**src/design/oic_pkg.sv**
```systemverilog
package oic_pkg;
   // register byte offsets
   localparam logic [7:0] A_OUT_EN = 8'h00;
   localparam logic [7:0] A_PROT_OFF = 8'h04;
   localparam logic [7:0] A_DRIVE = 8'h08;
   localparam logic [7:0] A_INSEL = 8'h0C;
   localparam logic [7:0] A_CONFIG = 8'h10;
   localparam logic [7:0] A_PULSE = 8'h14;
   localparam logic [7:0] A_LATCH = 8'h18;
   localparam logic [7:0] A_STATE = 8'h1C;
   localparam logic [7:0] A_FAULT = 8'h20;
   // latch bit positions
   localparam int L_OVV = 0;
   localparam int L_SELFTEST = 1;
   localparam int L_SELFCHK = 2;
   localparam int L_PINRST = 3;
   localparam int L_WDG = 4;
   localparam int NLATCH = 5;
   // channel groups
   localparam logic [7:0] MASK_MAIN = 8'h3F;
   localparam logic [7:0] MASK_CH6 = 8'h20;
   localparam logic [7:0] MASK_ALL = 8'hFF;
   // reset values
   localparam logic [7:0] RST_OUT_EN = 8'h00;
   localparam logic [11:0] RST_PINS = 12'hFFE;
   localparam logic [2:0] RST_SPI_PINS = 3'h2;
   // pulse timing
   localparam int CLK_HZ = 20_000_000;
   localparam int PULSE_ON_US = 80;
   localparam int PULSE_OFF_US = 100;
   localparam int PULSE_ON_CYC = (PULSE_ON_US * CLK_HZ + 999_999) / 1_000_000;
   localparam int PULSE_OFF_CYC = (PULSE_OFF_US * CLK_HZ + 999_999) / 1_000_000;
   // integrity query frames
   localparam logic [31:0] CMD_LOW = 32'hBAAA_AAAA;
   localparam logic [31:0] CMD_HIGH = 32'hCAAA_AAAB;
   localparam logic [3:0] HDR_LOW = 4'hB;
   localparam logic [3:0] HDR_HIGH = 4'hC;
   localparam logic [6:0] HDR_MID = 7'h55;
   typedef enum logic [1:0] {
      DRV_OFF = 2'b00,
      DRV_ON = 2'b01,
      DRV_TRI = 2'b10
   } oic_drv_t;
endpackage

```
**src/design/oic_frame_if.sv**
```systemverilog
`timescale 1ns/1ps
`default_nettype none
interface oic_frame_if;
   logic [31:0] rx_word;
   logic [31:0] tx_word;
   logic frame_done;
   modport link (output rx_word, output frame_done, input tx_word);
   modport core (input rx_word, input frame_done, output tx_word);
endinterface
`default_nettype wire

```
**src/design/oic_spi_frame.sv**
```systemverilog
`timescale 1ns/1ps
`default_nettype none
module oic_spi_frame
   import oic_pkg::*;
(
   input wire logic clk,
   input wire logic rst_n,
   input wire logic spi_sck,
   input wire logic spi_cs_n,
   input wire logic spi_mosi,
   output logic spi_miso,
   oic_frame_if.link fr
);
   typedef struct packed {
      logic [2:0] s1;
      logic [2:0] s2;
      logic prev_sck;
      logic prev_cs;
      logic [31:0] sh_in;
      logic [31:0] sh_out;
      logic miso;
      logic done;
      logic [31:0] rx;
   } oic_spi_state_t;
   oic_spi_state_t q;
   oic_spi_state_t next_q;
   logic sck;
   logic cs_n;
   logic mosi;
   always_comb
   begin
      next_q = q;
      next_q.s1 = {spi_mosi, spi_cs_n, spi_sck};
      next_q.s2 = q.s1;
      sck = q.s2[0];
      cs_n = q.s2[1];
      mosi = q.s2[2];
      next_q.prev_sck = sck;
      next_q.prev_cs = cs_n;
      next_q.done = 1'b0;
      if (q.prev_cs && !cs_n)
      begin
         // reply of the previous frame goes out now
         next_q.sh_out = fr.tx_word;
         next_q.miso = fr.tx_word[31];
      end
      else if (!cs_n && sck && !q.prev_sck)
      begin
         next_q.sh_in = {q.sh_in[30:0], mosi};
      end
      else if (!cs_n && !sck && q.prev_sck)
      begin
         next_q.sh_out = {q.sh_out[30:0], 1'b0};
         next_q.miso = q.sh_out[30];
      end
      else if (!q.prev_cs && cs_n)
      begin
         next_q.done = 1'b1;
         next_q.rx = q.sh_in;
      end
   end
   always_ff @(posedge clk or negedge rst_n)
   begin
      if (!rst_n)
      begin
         q <= '0;
         q.s1 <= RST_SPI_PINS;
         q.s2 <= RST_SPI_PINS;
         q.prev_cs <= 1'b1;
      end
      else
      begin
         q <= next_q;
      end
   end
   assign spi_miso = q.miso;
   assign fr.rx_word = q.rx;
   assign fr.frame_done = q.done;
endmodule
`default_nettype wire

```
**src/design/oic_gate_code.sv**
```systemverilog
`timescale 1ns/1ps
`default_nettype none
module oic_gate_code
   import oic_pkg::*;
(
   input wire logic clk,
   input wire logic rst_n,
   input wire logic [1:0] drv,
   input wire logic p_type,
   output logic pu_out,
   output logic pd_out
);
   typedef struct packed {
      logic pu;
      logic pd;
   } oic_gate_state_t;
   oic_gate_state_t q;
   oic_gate_state_t next_q;
   always_comb
   begin
      next_q = '0;
      case (drv)
         DRV_ON: next_q = p_type ? 2'b01 : 2'b10;
         DRV_OFF: next_q = p_type ? 2'b10 : 2'b01;
         DRV_TRI: next_q = 2'b00;
         default: next_q = 2'b00;
      endcase
   end
   always_ff @(posedge clk or negedge rst_n)
   begin
      if (!rst_n)
      begin
         q <= '0;
      end
      else
      begin
         q <= next_q;
      end
   end
   assign pu_out = q.pu;
   assign pd_out = q.pd;
endmodule
`default_nettype wire

```
**src/design/oic_core.sv**
```systemverilog
`timescale 1ns/1ps
`default_nettype none
module oic_core
   import oic_pkg::*;
#(
   parameter logic [10:0] ON_CYC = 11'(PULSE_ON_CYC),
   parameter logic [10:0] OFF_CYC = 11'(PULSE_OFF_CYC)
)
(
   input wire logic clk,
   input wire logic rst_n,
   input wire logic [7:0] addr,
   input wire logic [31:0] wdata,
   input wire logic wr,
   input wire logic rd,
   output logic [31:0] rdata,
   input wire logic disable_in_pos,
   input wire logic disable_in_neg,
   input wire logic channel6_enable_pin,
   input wire logic device_reset_low,
   input wire logic [7:0] channel_input_pin_n,
   input wire logic logic_supply_ov,
   input wire logic logic_supply_uv,
   input wire logic logic_self_test_run,
   input wire logic logic_self_test_fail,
   input wire logic supply_monitor_self_check_run,
   input wire logic supply_monitor_self_check_fail,
   input wire logic battery_supply_uv,
   input wire logic charge_pump_uv,
   input wire logic comm_check_watchdog_expired,
   input wire logic [7:0] overcurrent_fault,
   input wire logic [7:0] short_to_ground_fault,
   input wire logic [7:0] short_to_battery_fault,
   input wire logic [7:0] open_load_fault,
   input wire logic [7:0] vout_above_high,
   input wire logic [7:0] vout_above_low,
   input wire logic spi_sck,
   input wire logic spi_cs_n,
   input wire logic spi_mosi,
   output logic spi_miso,
   output logic [7:0] gate_pullup_source,
   output logic [7:0] gate_pulldown_source
);
   typedef struct packed {
      logic [11:0] s1;
      logic [11:0] s2;
      logic [7:0] out_en;
      logic [7:0] prot_off;
      logic [7:0] drive;
      logic [7:0] insel;
      logic hbridge;
      logic [7:0] p_chan;
      logic [7:0] low_side;
      logic [7:0] p_on;
      logic [7:0] p_off;
      logic [7:0][10:0] pcnt;
      logic [NLATCH-1:0] latch;
      logic [7:0] oc_latch;
      logic [7:0][1:0] drv;
      logic [31:0] rdata;
      logic [31:0] reply;
   } oic_core_state_t;

   oic_core_state_t q;
   oic_core_state_t next_q;
   oic_frame_if fr ();

   logic disable_act;
   logic ch6_low;
   logic pinrst_act;
   logic [7:0] in_n;
   logic [7:0] grp;
   logic [7:0] cmd;
   logic [7:0] vflag;
   logic [7:0] off_req;
   logic [7:0] tri_req;
   logic [NLATCH-1:0] lclr;
   logic [NLATCH-1:0] lset;
   logic [7:0][2:0] gsrc;
   logic wr_pulse;
   logic selftest_fail;

   function automatic logic [31:0] mk_reply(input logic hi, input logic [3:0] v,
                                            input logic [3:0] c, input logic [11:0] g);
      logic [31:0] w;
      w = {hi ? HDR_HIGH : HDR_LOW, HDR_MID, v, c, g, 1'b0};
      w[0] = ^w[31:1];
      return w;
   endfunction

   oic_spi_frame u_spi (
      .clk(clk),
      .rst_n(rst_n),
      .spi_sck(spi_sck),
      .spi_cs_n(spi_cs_n),
      .spi_mosi(spi_mosi),
      .spi_miso(spi_miso),
      .fr(fr.link)
   );

   genvar gi;
   generate
      for (gi = 0; gi < 8; gi++)
      begin : g_ch
         oic_gate_code u_gate (
            .clk(clk),
            .rst_n(rst_n),
            .drv(next_q.drv[gi]),
            .p_type(q.p_chan[gi]),
            .pu_out(gate_pullup_source[gi]),
            .pd_out(gate_pulldown_source[gi])
         );
         // feedback of the actual source state
         assign gsrc[gi] = q.p_chan[gi] ?
            {gate_pulldown_source[gi], gate_pullup_source[gi], 1'b0} :
            {1'b0, gate_pulldown_source[gi], gate_pullup_source[gi]};
      end
   endgenerate

   always_comb
   begin
      next_q = q;
      next_q.s1 = {channel_input_pin_n, device_reset_low, channel6_enable_pin,
                   disable_in_neg, disable_in_pos};
      next_q.s2 = q.s1;
      disable_act = q.s2[0] | ~q.s2[1];
      ch6_low = ~q.s2[2];
      pinrst_act = ~q.s2[3];
      in_n = q.s2[11:4];
      grp = q.hbridge ? MASK_ALL : MASK_MAIN;
      selftest_fail = 1'b0;

      // manual latches: set wins over clear
      lclr = (wr && addr == A_LATCH) ? wdata[NLATCH-1:0] : '0;
      lset = '0;
      lset[L_OVV] = logic_supply_ov;
      lset[L_SELFTEST] = logic_self_test_fail;
      lset[L_SELFCHK] = supply_monitor_self_check_fail;
      lset[L_PINRST] = pinrst_act;
      lset[L_WDG] = comm_check_watchdog_expired;
      next_q.latch = (q.latch & ~lclr) | lset;
      next_q.oc_latch = (wr && addr == A_LATCH) ?
         ((q.oc_latch & ~wdata[15:8]) | overcurrent_fault) :
         (q.oc_latch | overcurrent_fault);
      selftest_fail = next_q.latch[L_SELFTEST];

      // configuration writes
      if (wr)
      begin
         unique case (addr)
            A_OUT_EN: next_q.out_en = wdata[7:0];
            A_PROT_OFF: next_q.prot_off = wdata[7:0];
            A_DRIVE: next_q.drive = wdata[7:0];
            A_INSEL: next_q.insel = wdata[7:0];
            A_CONFIG:
            begin
               next_q.hbridge = wdata[0];
               next_q.p_chan = wdata[15:8];
               next_q.low_side = wdata[23:16];
            end
            default: ;
         endcase
      end
      wr_pulse = wr && addr == A_PULSE && !q.hbridge;

      cmd = (q.insel & q.drive) | (~q.insel & ~in_n);
      vflag = (q.low_side & vout_above_low) | (~q.low_side & vout_above_high);

      off_req = (grp & {8{disable_act | logic_supply_uv | next_q.latch[L_OVV]}})
              | (grp & {8{next_q.latch[L_WDG]}})
              | (grp & {8{selftest_fail}})
              | (grp & {8{supply_monitor_self_check_run | next_q.latch[L_SELFCHK]}})
              | {8{battery_supply_uv | charge_pump_uv}}
              | {8{next_q.latch[L_PINRST]}} | next_q.oc_latch
              | (MASK_CH6 & {8{ch6_low}})
              | q.prot_off;
      tri_req = (~grp & {8{selftest_fail | supply_monitor_self_check_run
                           | next_q.latch[L_SELFCHK]}})
              | ~q.out_en;

      for (int i = 0; i < 8; i++)
      begin
         // diagnostic pulses
         if (q.p_on[i] || q.p_off[i])
         begin
            if (q.pcnt[i] == '0)
            begin
               next_q.p_on[i] = 1'b0;
               next_q.p_off[i] = 1'b0;
            end
            else
            begin
               next_q.pcnt[i] = q.pcnt[i] - 11'h001;
            end
         end
         else if (wr_pulse && (wdata[i] || wdata[8 + i]))
         begin
            if (wdata[i] && (!wdata[8 + i] || q.drv[i] != DRV_ON))
            begin
               next_q.p_on[i] = 1'b1;
               next_q.pcnt[i] = ON_CYC - 11'h001;
            end
            else
            begin
               next_q.p_off[i] = 1'b1;
               next_q.pcnt[i] = OFF_CYC - 11'h001;
            end
         end
         if (q.hbridge)
         begin
            next_q.p_on[i] = 1'b0;
            next_q.p_off[i] = 1'b0;
         end
         // drive resolution
         if (logic_self_test_run)
            next_q.drv[i] = DRV_TRI;
         else if (off_req[i])
            next_q.drv[i] = DRV_OFF;
         else if (tri_req[i])
            next_q.drv[i] = DRV_TRI;
         else if (q.p_on[i])
            next_q.drv[i] = DRV_ON;
         else if (q.p_off[i])
            next_q.drv[i] = DRV_OFF;
         else
            next_q.drv[i] = cmd[i] ? DRV_ON : DRV_OFF;
      end

      // register reads, short and open-load faults only reported here
      next_q.rdata = '0;
      if (rd)
      begin
         unique case (addr)
            A_OUT_EN: next_q.rdata = {24'h00_0000, q.out_en};
            A_PROT_OFF: next_q.rdata = {24'h00_0000, q.prot_off};
            A_DRIVE: next_q.rdata = {24'h00_0000, q.drive};
            A_INSEL: next_q.rdata = {24'h00_0000, q.insel};
            A_CONFIG: next_q.rdata = {8'h00, q.low_side, q.p_chan, 7'h00, q.hbridge};
            A_PULSE: next_q.rdata = {16'h0000, q.p_off, q.p_on};
            A_LATCH: next_q.rdata = {16'h0000, q.oc_latch, 3'h0, q.latch};
            A_STATE: next_q.rdata = {cmd, vflag, q.drv};
            A_FAULT: next_q.rdata = {8'h00, open_load_fault,
                                     short_to_battery_fault, short_to_ground_fault};
            default: next_q.rdata = '0;
         endcase
      end

      // integrity queries
      if (fr.frame_done)
      begin
         if (fr.rx_word == CMD_LOW)
            next_q.reply = mk_reply(1'b0, vflag[3:0], cmd[3:0], gsrc[3:0]);
         else if (fr.rx_word == CMD_HIGH)
            next_q.reply = mk_reply(1'b1, vflag[7:4], cmd[7:4], gsrc[7:4]);
         else
            next_q.reply = '0;
      end
   end

   always_ff @(posedge clk or negedge rst_n)
   begin
      if (!rst_n)
      begin
         q <= '0;
         q.s1 <= RST_PINS;
         q.s2 <= RST_PINS;
         q.out_en <= RST_OUT_EN;
         q.drv <= {8{DRV_TRI}};
      end
      else
      begin
         q <= next_q;
      end
   end

   assign rdata = q.rdata;
   assign fr.tx_word = q.reply;
endmodule
`default_nettype wire

```
**config.mk**
```make
export PLATFORM = sky130hd
export DESIGN_NAME = oic_core
export DESIGN_NICKNAME = d
export VERILOG_FILES = /design/src/design/oic_pkg.sv /design/src/design/oic_frame_if.sv /design/src/design/oic_spi_frame.sv /design/src/design/oic_gate_code.sv /design/src/design/oic_core.sv
export SDC_FILE = /design/constraint.sdc
export NUM_CORES = 1
export LEC_CHECK = 0
export ABC_CLOCK_PERIOD_IN_PS = 3150
export BUFFER_PORTS_ARGS = -buffer_cell sky130_fd_sc_hd__buf_2
export CELL_PAD_IN_SITES_DETAIL_PLACEMENT = 1
export CELL_PAD_IN_SITES_GLOBAL_PLACEMENT = 1
export CORE_ASPECT_RATIO = 0.75
export CORE_UTILIZATION = 47
export DETAILED_ROUTE_END_ITERATION = 6
export PLACE_DENSITY_LB_ADDON = 0.1
export REMOVE_ABC_BUFFERS = 1
export SYNTH_ARGS = -nofsm -noshare
export SYNTH_HDL_FRONTEND = slang
export SYNTH_SLANG_ARGS = --single-unit
```
**constraint.sdc**
```tcl
create_clock -name clk -period 3.15 [get_ports clk]
set_clock_uncertainty 0.05 [all_clocks]
set_input_delay 0.7875 -clock clk [delete_from_list [all_inputs] [get_ports clk]]
set_output_delay 0.7875 -clock clk [all_outputs]
set_load 0.005 [all_outputs]
```
==> metrics.sh <==
AREA.GROWTH.SYNTH_TO_FINAL_PCT=17.17
BUFS_AND_INVS_ON_WORST_PATH=1
NETLIST-CELL-TYPE-COUNT=78
DRT-PASS1-ITER-COUNT=7
FINAL_HOLD_VIOLATIONS=0
FINALCRITICALPERIOD_NS=3.127
NUMCTSBUFFERS=40
REPORT.POWER.TOTAL_W=0.01285
DIE-AREA_SQ_UM=39140
VDD_IR_DROP_MAX_uV=333.5
YOSYSWARNINGCOUNT=0
CTS.PATH.MAX_BUFFERS=3
CTS.CLK_SLEW.WORST_PATHS_NS=0.06
CRIT_PATH_MAX_INCR_DELAY_NS=0.57
REG2REG_FROM='q[170]$_DFFE_PN0P_'
R2R-END='q[174]$_DFFE_PN0P_'
CP_DATA_REQUIRED_TIME_NS=3.57
OUTCOME='finished, final reports clean'
WORST-SETUP-PATH-TYPE='in2reg'
STARTING_DENSITY=0.4818
CTS.SINKS=383
NUMBER_OF_GLOBAL_ROUTE_VIAS_BEFORE_REPAIR=15190
FINAL.PERIOD_UTILIZATION=0.9928
HTREE_NUM_LEVELS=2
OVERFLOW=0
NETSWITCHINGFRACTION=0.2817
FIN_HOLD_WS_NS=0.1493
CORE_AREA_SQ_UM=37400
FINAL_NET_COUNT=2050
FINAL_DESIGN_AREA_NO_FILL_SQ_UM=21110
SYNTH.FF_LATCH_COUNT=383
SEQPWRFRAC=0.482
SYNTHESIS.AREA_SQ_UM=18020
LEAKAGEPOWER_nW=9.475
ANTENNA_LEFT=0
CLK_ROOT_BUFFER_CELL='sky130_fd_sc_hd__clkbuf_16'
FINALWIRELENGTH_MM=55.80
INTERNAL_POWER_W=0.009233
CTS_HOLD_REPAIR.BUFFERS=0
COMB_POWER_SHARE=0.130
PWR_CELL_AREA_nW_PER_UM2=608.8
TIMING.CRITICAL_PATH.SLOWEST_STAGE_CELL='sky130_fd_sc_hd__or4_4'
ROUTE.VIAS.TOTAL=14580
WORSTPATHARRIVAL_NS=3.55
MEAN_POST_SYNTH_CELL_AREA_SQ_UM=10.31
ANTENNA_FOUND_INITIAL=1
FINAL-SETUP-VIOL-COUNT=0
STARTPOINT='addr[6]'
VIA_PER_INST=5.925
WL_PER_CELL_UM=22.68
PWR-SHARE-CLK=0.389
CELLS_ALONG_THE_CRITICAL_PATH='buf_2, or3_4, o41ai_4, nand2_1, or4_4, or4_4, or4b_1, a31oi_1'
CRIT_TOP_CELL='sky130_fd_sc_hd__or4_4'
GRT_PASS1_WL_MM=87.57
WORST-PATH-STAGES=8
SWITCHING_PWR_W=0.003621
FINAL_LAYOUT_SIZE_SUFFIX_GT1_FRAC=0.2704
POST-ROUTE-DRC-COUNT=0
MAX_SLEW.WORST_PIN.SLEW_NS=0.9337
R2R_SETUP_SLACK_NS=0.18
NUM_ANTENNA_CELLS=0
CLKLATENCYLATEPIN_NS=0.56
GP_CONGESTION=0.8614
WORSTSETUPENDPOINT='g_ch[3].u_gate.pu_out$_DFF_PN0_'
SYNTH_TOP_FLOP_CELL='sky130_fd_sc_hd__dfrtp_1'
CRIT_PATH_END_KIND='flip-flop'
SETUP_TOTAL_NEGATIVE_SLACK_NS=0
ASYNC_FLOP_SHARE=1.000
GLOBAL_ROUTER_S_OVERALL_RESOURCE_USAGE=0.2890
IOS=165
DRT-INITIAL-DRC-COUNT=1149
SLEW-LIMIT-HEADROOM=0.3687
FP.DIEW_UM=228.1
MAX_FREQ_MHz=319.8
SYNTH_CELLS=1747
SYNTH_ENABLE_FLOP_CELLS=0
DRV.MAX_CAP_VIOLATION_COUNT=0
CLASS_OF_THE_TIGHTEST_HOLD_OR_REMOVAL_CHECK='in2async'
CRITICAL_PATH_PEAK_FANOUT=5
DRV_SLEW=0
CLOCK_TREE_FROM_TRITONCTS='built'
WORST-R2R-CELL-COUNT=7
FINAL_CORE_UTIL=0.5646
CP-START-KIND='primary input'
CRITICAL-PATH-TOP-DELAY-FAMILY='simple AND/OR/NAND/NOR gates'
GRT_START_MAX_NET_PINS=68
FLOORPLAN.DIE.HEIGHT_UM=171.6
POST-DP-HPWL_MM=39.80
PLACEMENTROWS=61
NUMPORTBUFFERS=156
SEQ_AREA_FRAC_SYNTH=0.5342
PLACED_CELL_AREA_SQ_UM=19670
per-stage QoR:
| step | instances | setup WS, ns |
|---|---|---|
| 3_5_place_dp | 2385 | -0.7713 |
| 4_1_cts | 2457 | 0.01861 |
| 2_1_floorplan | 1628 | -1.305 |
| 6_report | 2460 | 0.02260 |
| 5_1_grt | 2460 | -0.03979 |
| 3_3_place_gp | 2385 | -0.7204 |
synth_stat cells, types with 5 or more instances:
master / number / area [sq um]
sky130_fd_sc_hd__nand2_1: 203 / 762.0
sky130_fd_sc_hd__or3_1: 9 / 56.30
sky130_fd_sc_hd__or4_1: 12 / 90.09
sky130_fd_sc_hd__ha_1: 8 / 100.1
sky130_fd_sc_hd__a21o_1: 13 / 97.59
sky130_fd_sc_hd__or2_2: 18 / 112.6
sky130_fd_sc_hd__nor4b_1: 9 / 78.83
sky130_fd_sc_hd__o21ai_0: 70 / 350.3
sky130_fd_sc_hd__a21oi_1: 115 / 575.6
sky130_fd_sc_hd__mux2_2: 122 / 1374
sky130_fd_sc_hd__mux2i_1: 19 / 190.2
sky130_fd_sc_hd__nor2b_1: 11 / 68.82
sky130_fd_sc_hd__a221oi_1: 6 / 52.55
sky130_fd_sc_hd__o22a_1: 12 / 105.1
sky130_fd_sc_hd__dfrtp_1: 350 / 8758
sky130_fd_sc_hd__o41ai_1: 9 / 78.83
sky130_fd_sc_hd__dfstp_2: 33 / 867.1
sky130_fd_sc_hd__a222oi_1: 16 / 160.2
sky130_fd_sc_hd__o21bai_1: 5 / 37.54
sky130_fd_sc_hd__nor2_1: 183 / 686.9
sky130_fd_sc_hd__a22o_1: 7 / 61.31
sky130_fd_sc_hd__nor3_1: 37 / 185.2
sky130_fd_sc_hd__xnor2_1: 28 / 245.2
sky130_fd_sc_hd__nand3_1: 25 / 125.1
sky130_fd_sc_hd__and3_1: 13 / 81.33
sky130_fd_sc_hd__nor4_1: 22 / 137.6
sky130_fd_sc_hd__o22ai_1: 6 / 37.54
sky130_fd_sc_hd__buf_4: 48 / 360.4
sky130_fd_sc_hd__nand2b_1: 19 / 118.9
sky130_fd_sc_hd__a22oi_1: 41 / 307.8
sky130_fd_sc_hd__a31oi_1: 58 / 362.9
sky130_fd_sc_hd__nand3b_1: 13 / 97.59
sky130_fd_sc_hd__inv_1: 48 / 180.2
sky130_fd_sc_hd__xor2_1: 10 / 87.58
sky130_fd_sc_hd__clkbuf_1: 63 / 236.5
placed cells by master (no fill, tap or decap), types with 16 or more instances in the layout:
master / Yosys / layout
sky130_fd_sc_hd__a21oi_1: 115 / 115
sky130_fd_sc_hd__mux2_2: 122 / 122
sky130_fd_sc_hd__nand3_1: 25 / 25
sky130_fd_sc_hd__or2_2: 18 / 18
sky130_fd_sc_hd__inv_1: 48 / 48
sky130_fd_sc_hd__a222oi_1: 16 / 16
sky130_fd_sc_hd__clkbuf_16: 0 / 41
sky130_fd_sc_hd__o21ai_0: 70 / 70
sky130_fd_sc_hd__nor2_1: 183 / 181
sky130_fd_sc_hd__nand2_1: 203 / 202
sky130_fd_sc_hd__a22oi_1: 41 / 41
sky130_fd_sc_hd__nor4_1: 22 / 18
sky130_fd_sc_hd__a31oi_1: 58 / 58
sky130_fd_sc_hd__xnor2_1: 28 / 28
sky130_fd_sc_hd__mux2i_1: 19 / 19
sky130_fd_sc_hd__dfstp_2: 33 / 33
sky130_fd_sc_hd__buf_2: 2 / 155
sky130_fd_sc_hd__dfrtp_1: 350 / 350
sky130_fd_sc_hd__nor3_1: 37 / 37
sky130_fd_sc_hd__buf_4: 48 / 91
sky130_fd_sc_hd__nand2b_1: 19 / 18
state kept, by name, indices dropped and copies added, names as in the netlist:
| name | count |
|---|---|
| u_spi.fr.rx_word | 32 |
| u_spi.next_q | 4 |
| q | 186 |
| fr.tx_word | 24 |
| rdata | 32 |
| next_q | 12 |
| u_spi.fr.frame_done | 1 |
| u_spi.spi_miso | 1 |
| in_n | 8 |
| g_ch.u_gate.pu_out | 8 |
| u_spi.mosi | 1 |
| g_ch.u_gate.pd_out | 8 |
| u_spi.cs_n | 1 |
| u_spi.q | 65 |
worst min path at each step:
| stage | start | end | slack (ns) |
|---|---|---|---|
| after CTS | rst_n | q[142]$_DFFE_PN0P_ | 0.17 |
| after detailed placement | u_spi.next_q[102]$_DFF_PN0_ | u_spi.mosi$_DFF_PN0_ | 0.29 |
| after global routing | rst_n | q[118]$_DFFE_PN0P_ | 0.19 |
| after floorplan | next_q[246]$_DFF_PN0_ | q[246]$_DFF_PN0_ | 0.28 |
| after global placement | next_q[246]$_DFF_PN0_ | q[246]$_DFF_PN0_ | 0.29 |
| final | rst_n | q[118]$_DFFE_PN0P_ | 0.15 |
power groups by stage:
stage               registers (W)  logic (W)  clock network, W
floorplan                 0.00605    0.00108                 0
global placement          0.00620    0.00156                 0
detailed placement        0.00624    0.00166                 0
global route              0.00627    0.00189           0.00526
finish                    0.00619    0.00167           0.00500
CTS                       0.00618    0.00168           0.00508
metal layers:
| metal | wire length (um) | track usage |
|---|---|---|
| met3 | 3198 | 0.05090 |
| met1 | 25480 | 0.4030 |
| met5 | 13 | 0 |
| met4 | 1493 | 0.09221 |
| met2 | 25620 | 0.4604 |
area by class of cell:
type	count	area, sq um
clock buffer	53	1131
clock inverter	19	235.2
fill	4104	16280
inverter	48	180.2
multi-input combinational	1197	7666
sequential	383	9625
tap	504	630.6
timing repair buffer	256	1645
logic make-up (layout without fill, tap and decap cells):
family | Yosys count | after routing | synth area share
mux | 141 | 141 | 0.08679
simple gates | 613 | 613 | 0.1632
buf+inv | 167 | 376 | 0.04541
xor+xnor | 41 | 41 | 0.02222
fa+ha+maj | 8 | 8 | 0.005555
flops | 383 | 383 | 0.5342
compound gates | 394 | 394 | 0.1426
timing repair:
item / 4_1_cts / 5_1_grt
pin swaps: 1 / 11
setup endpoints to repair: 9 / 17
gates resized for setup: 5 / 6
setup buffers: 0 / 3
Note: power is estimated with default switching activity, not from simulation.
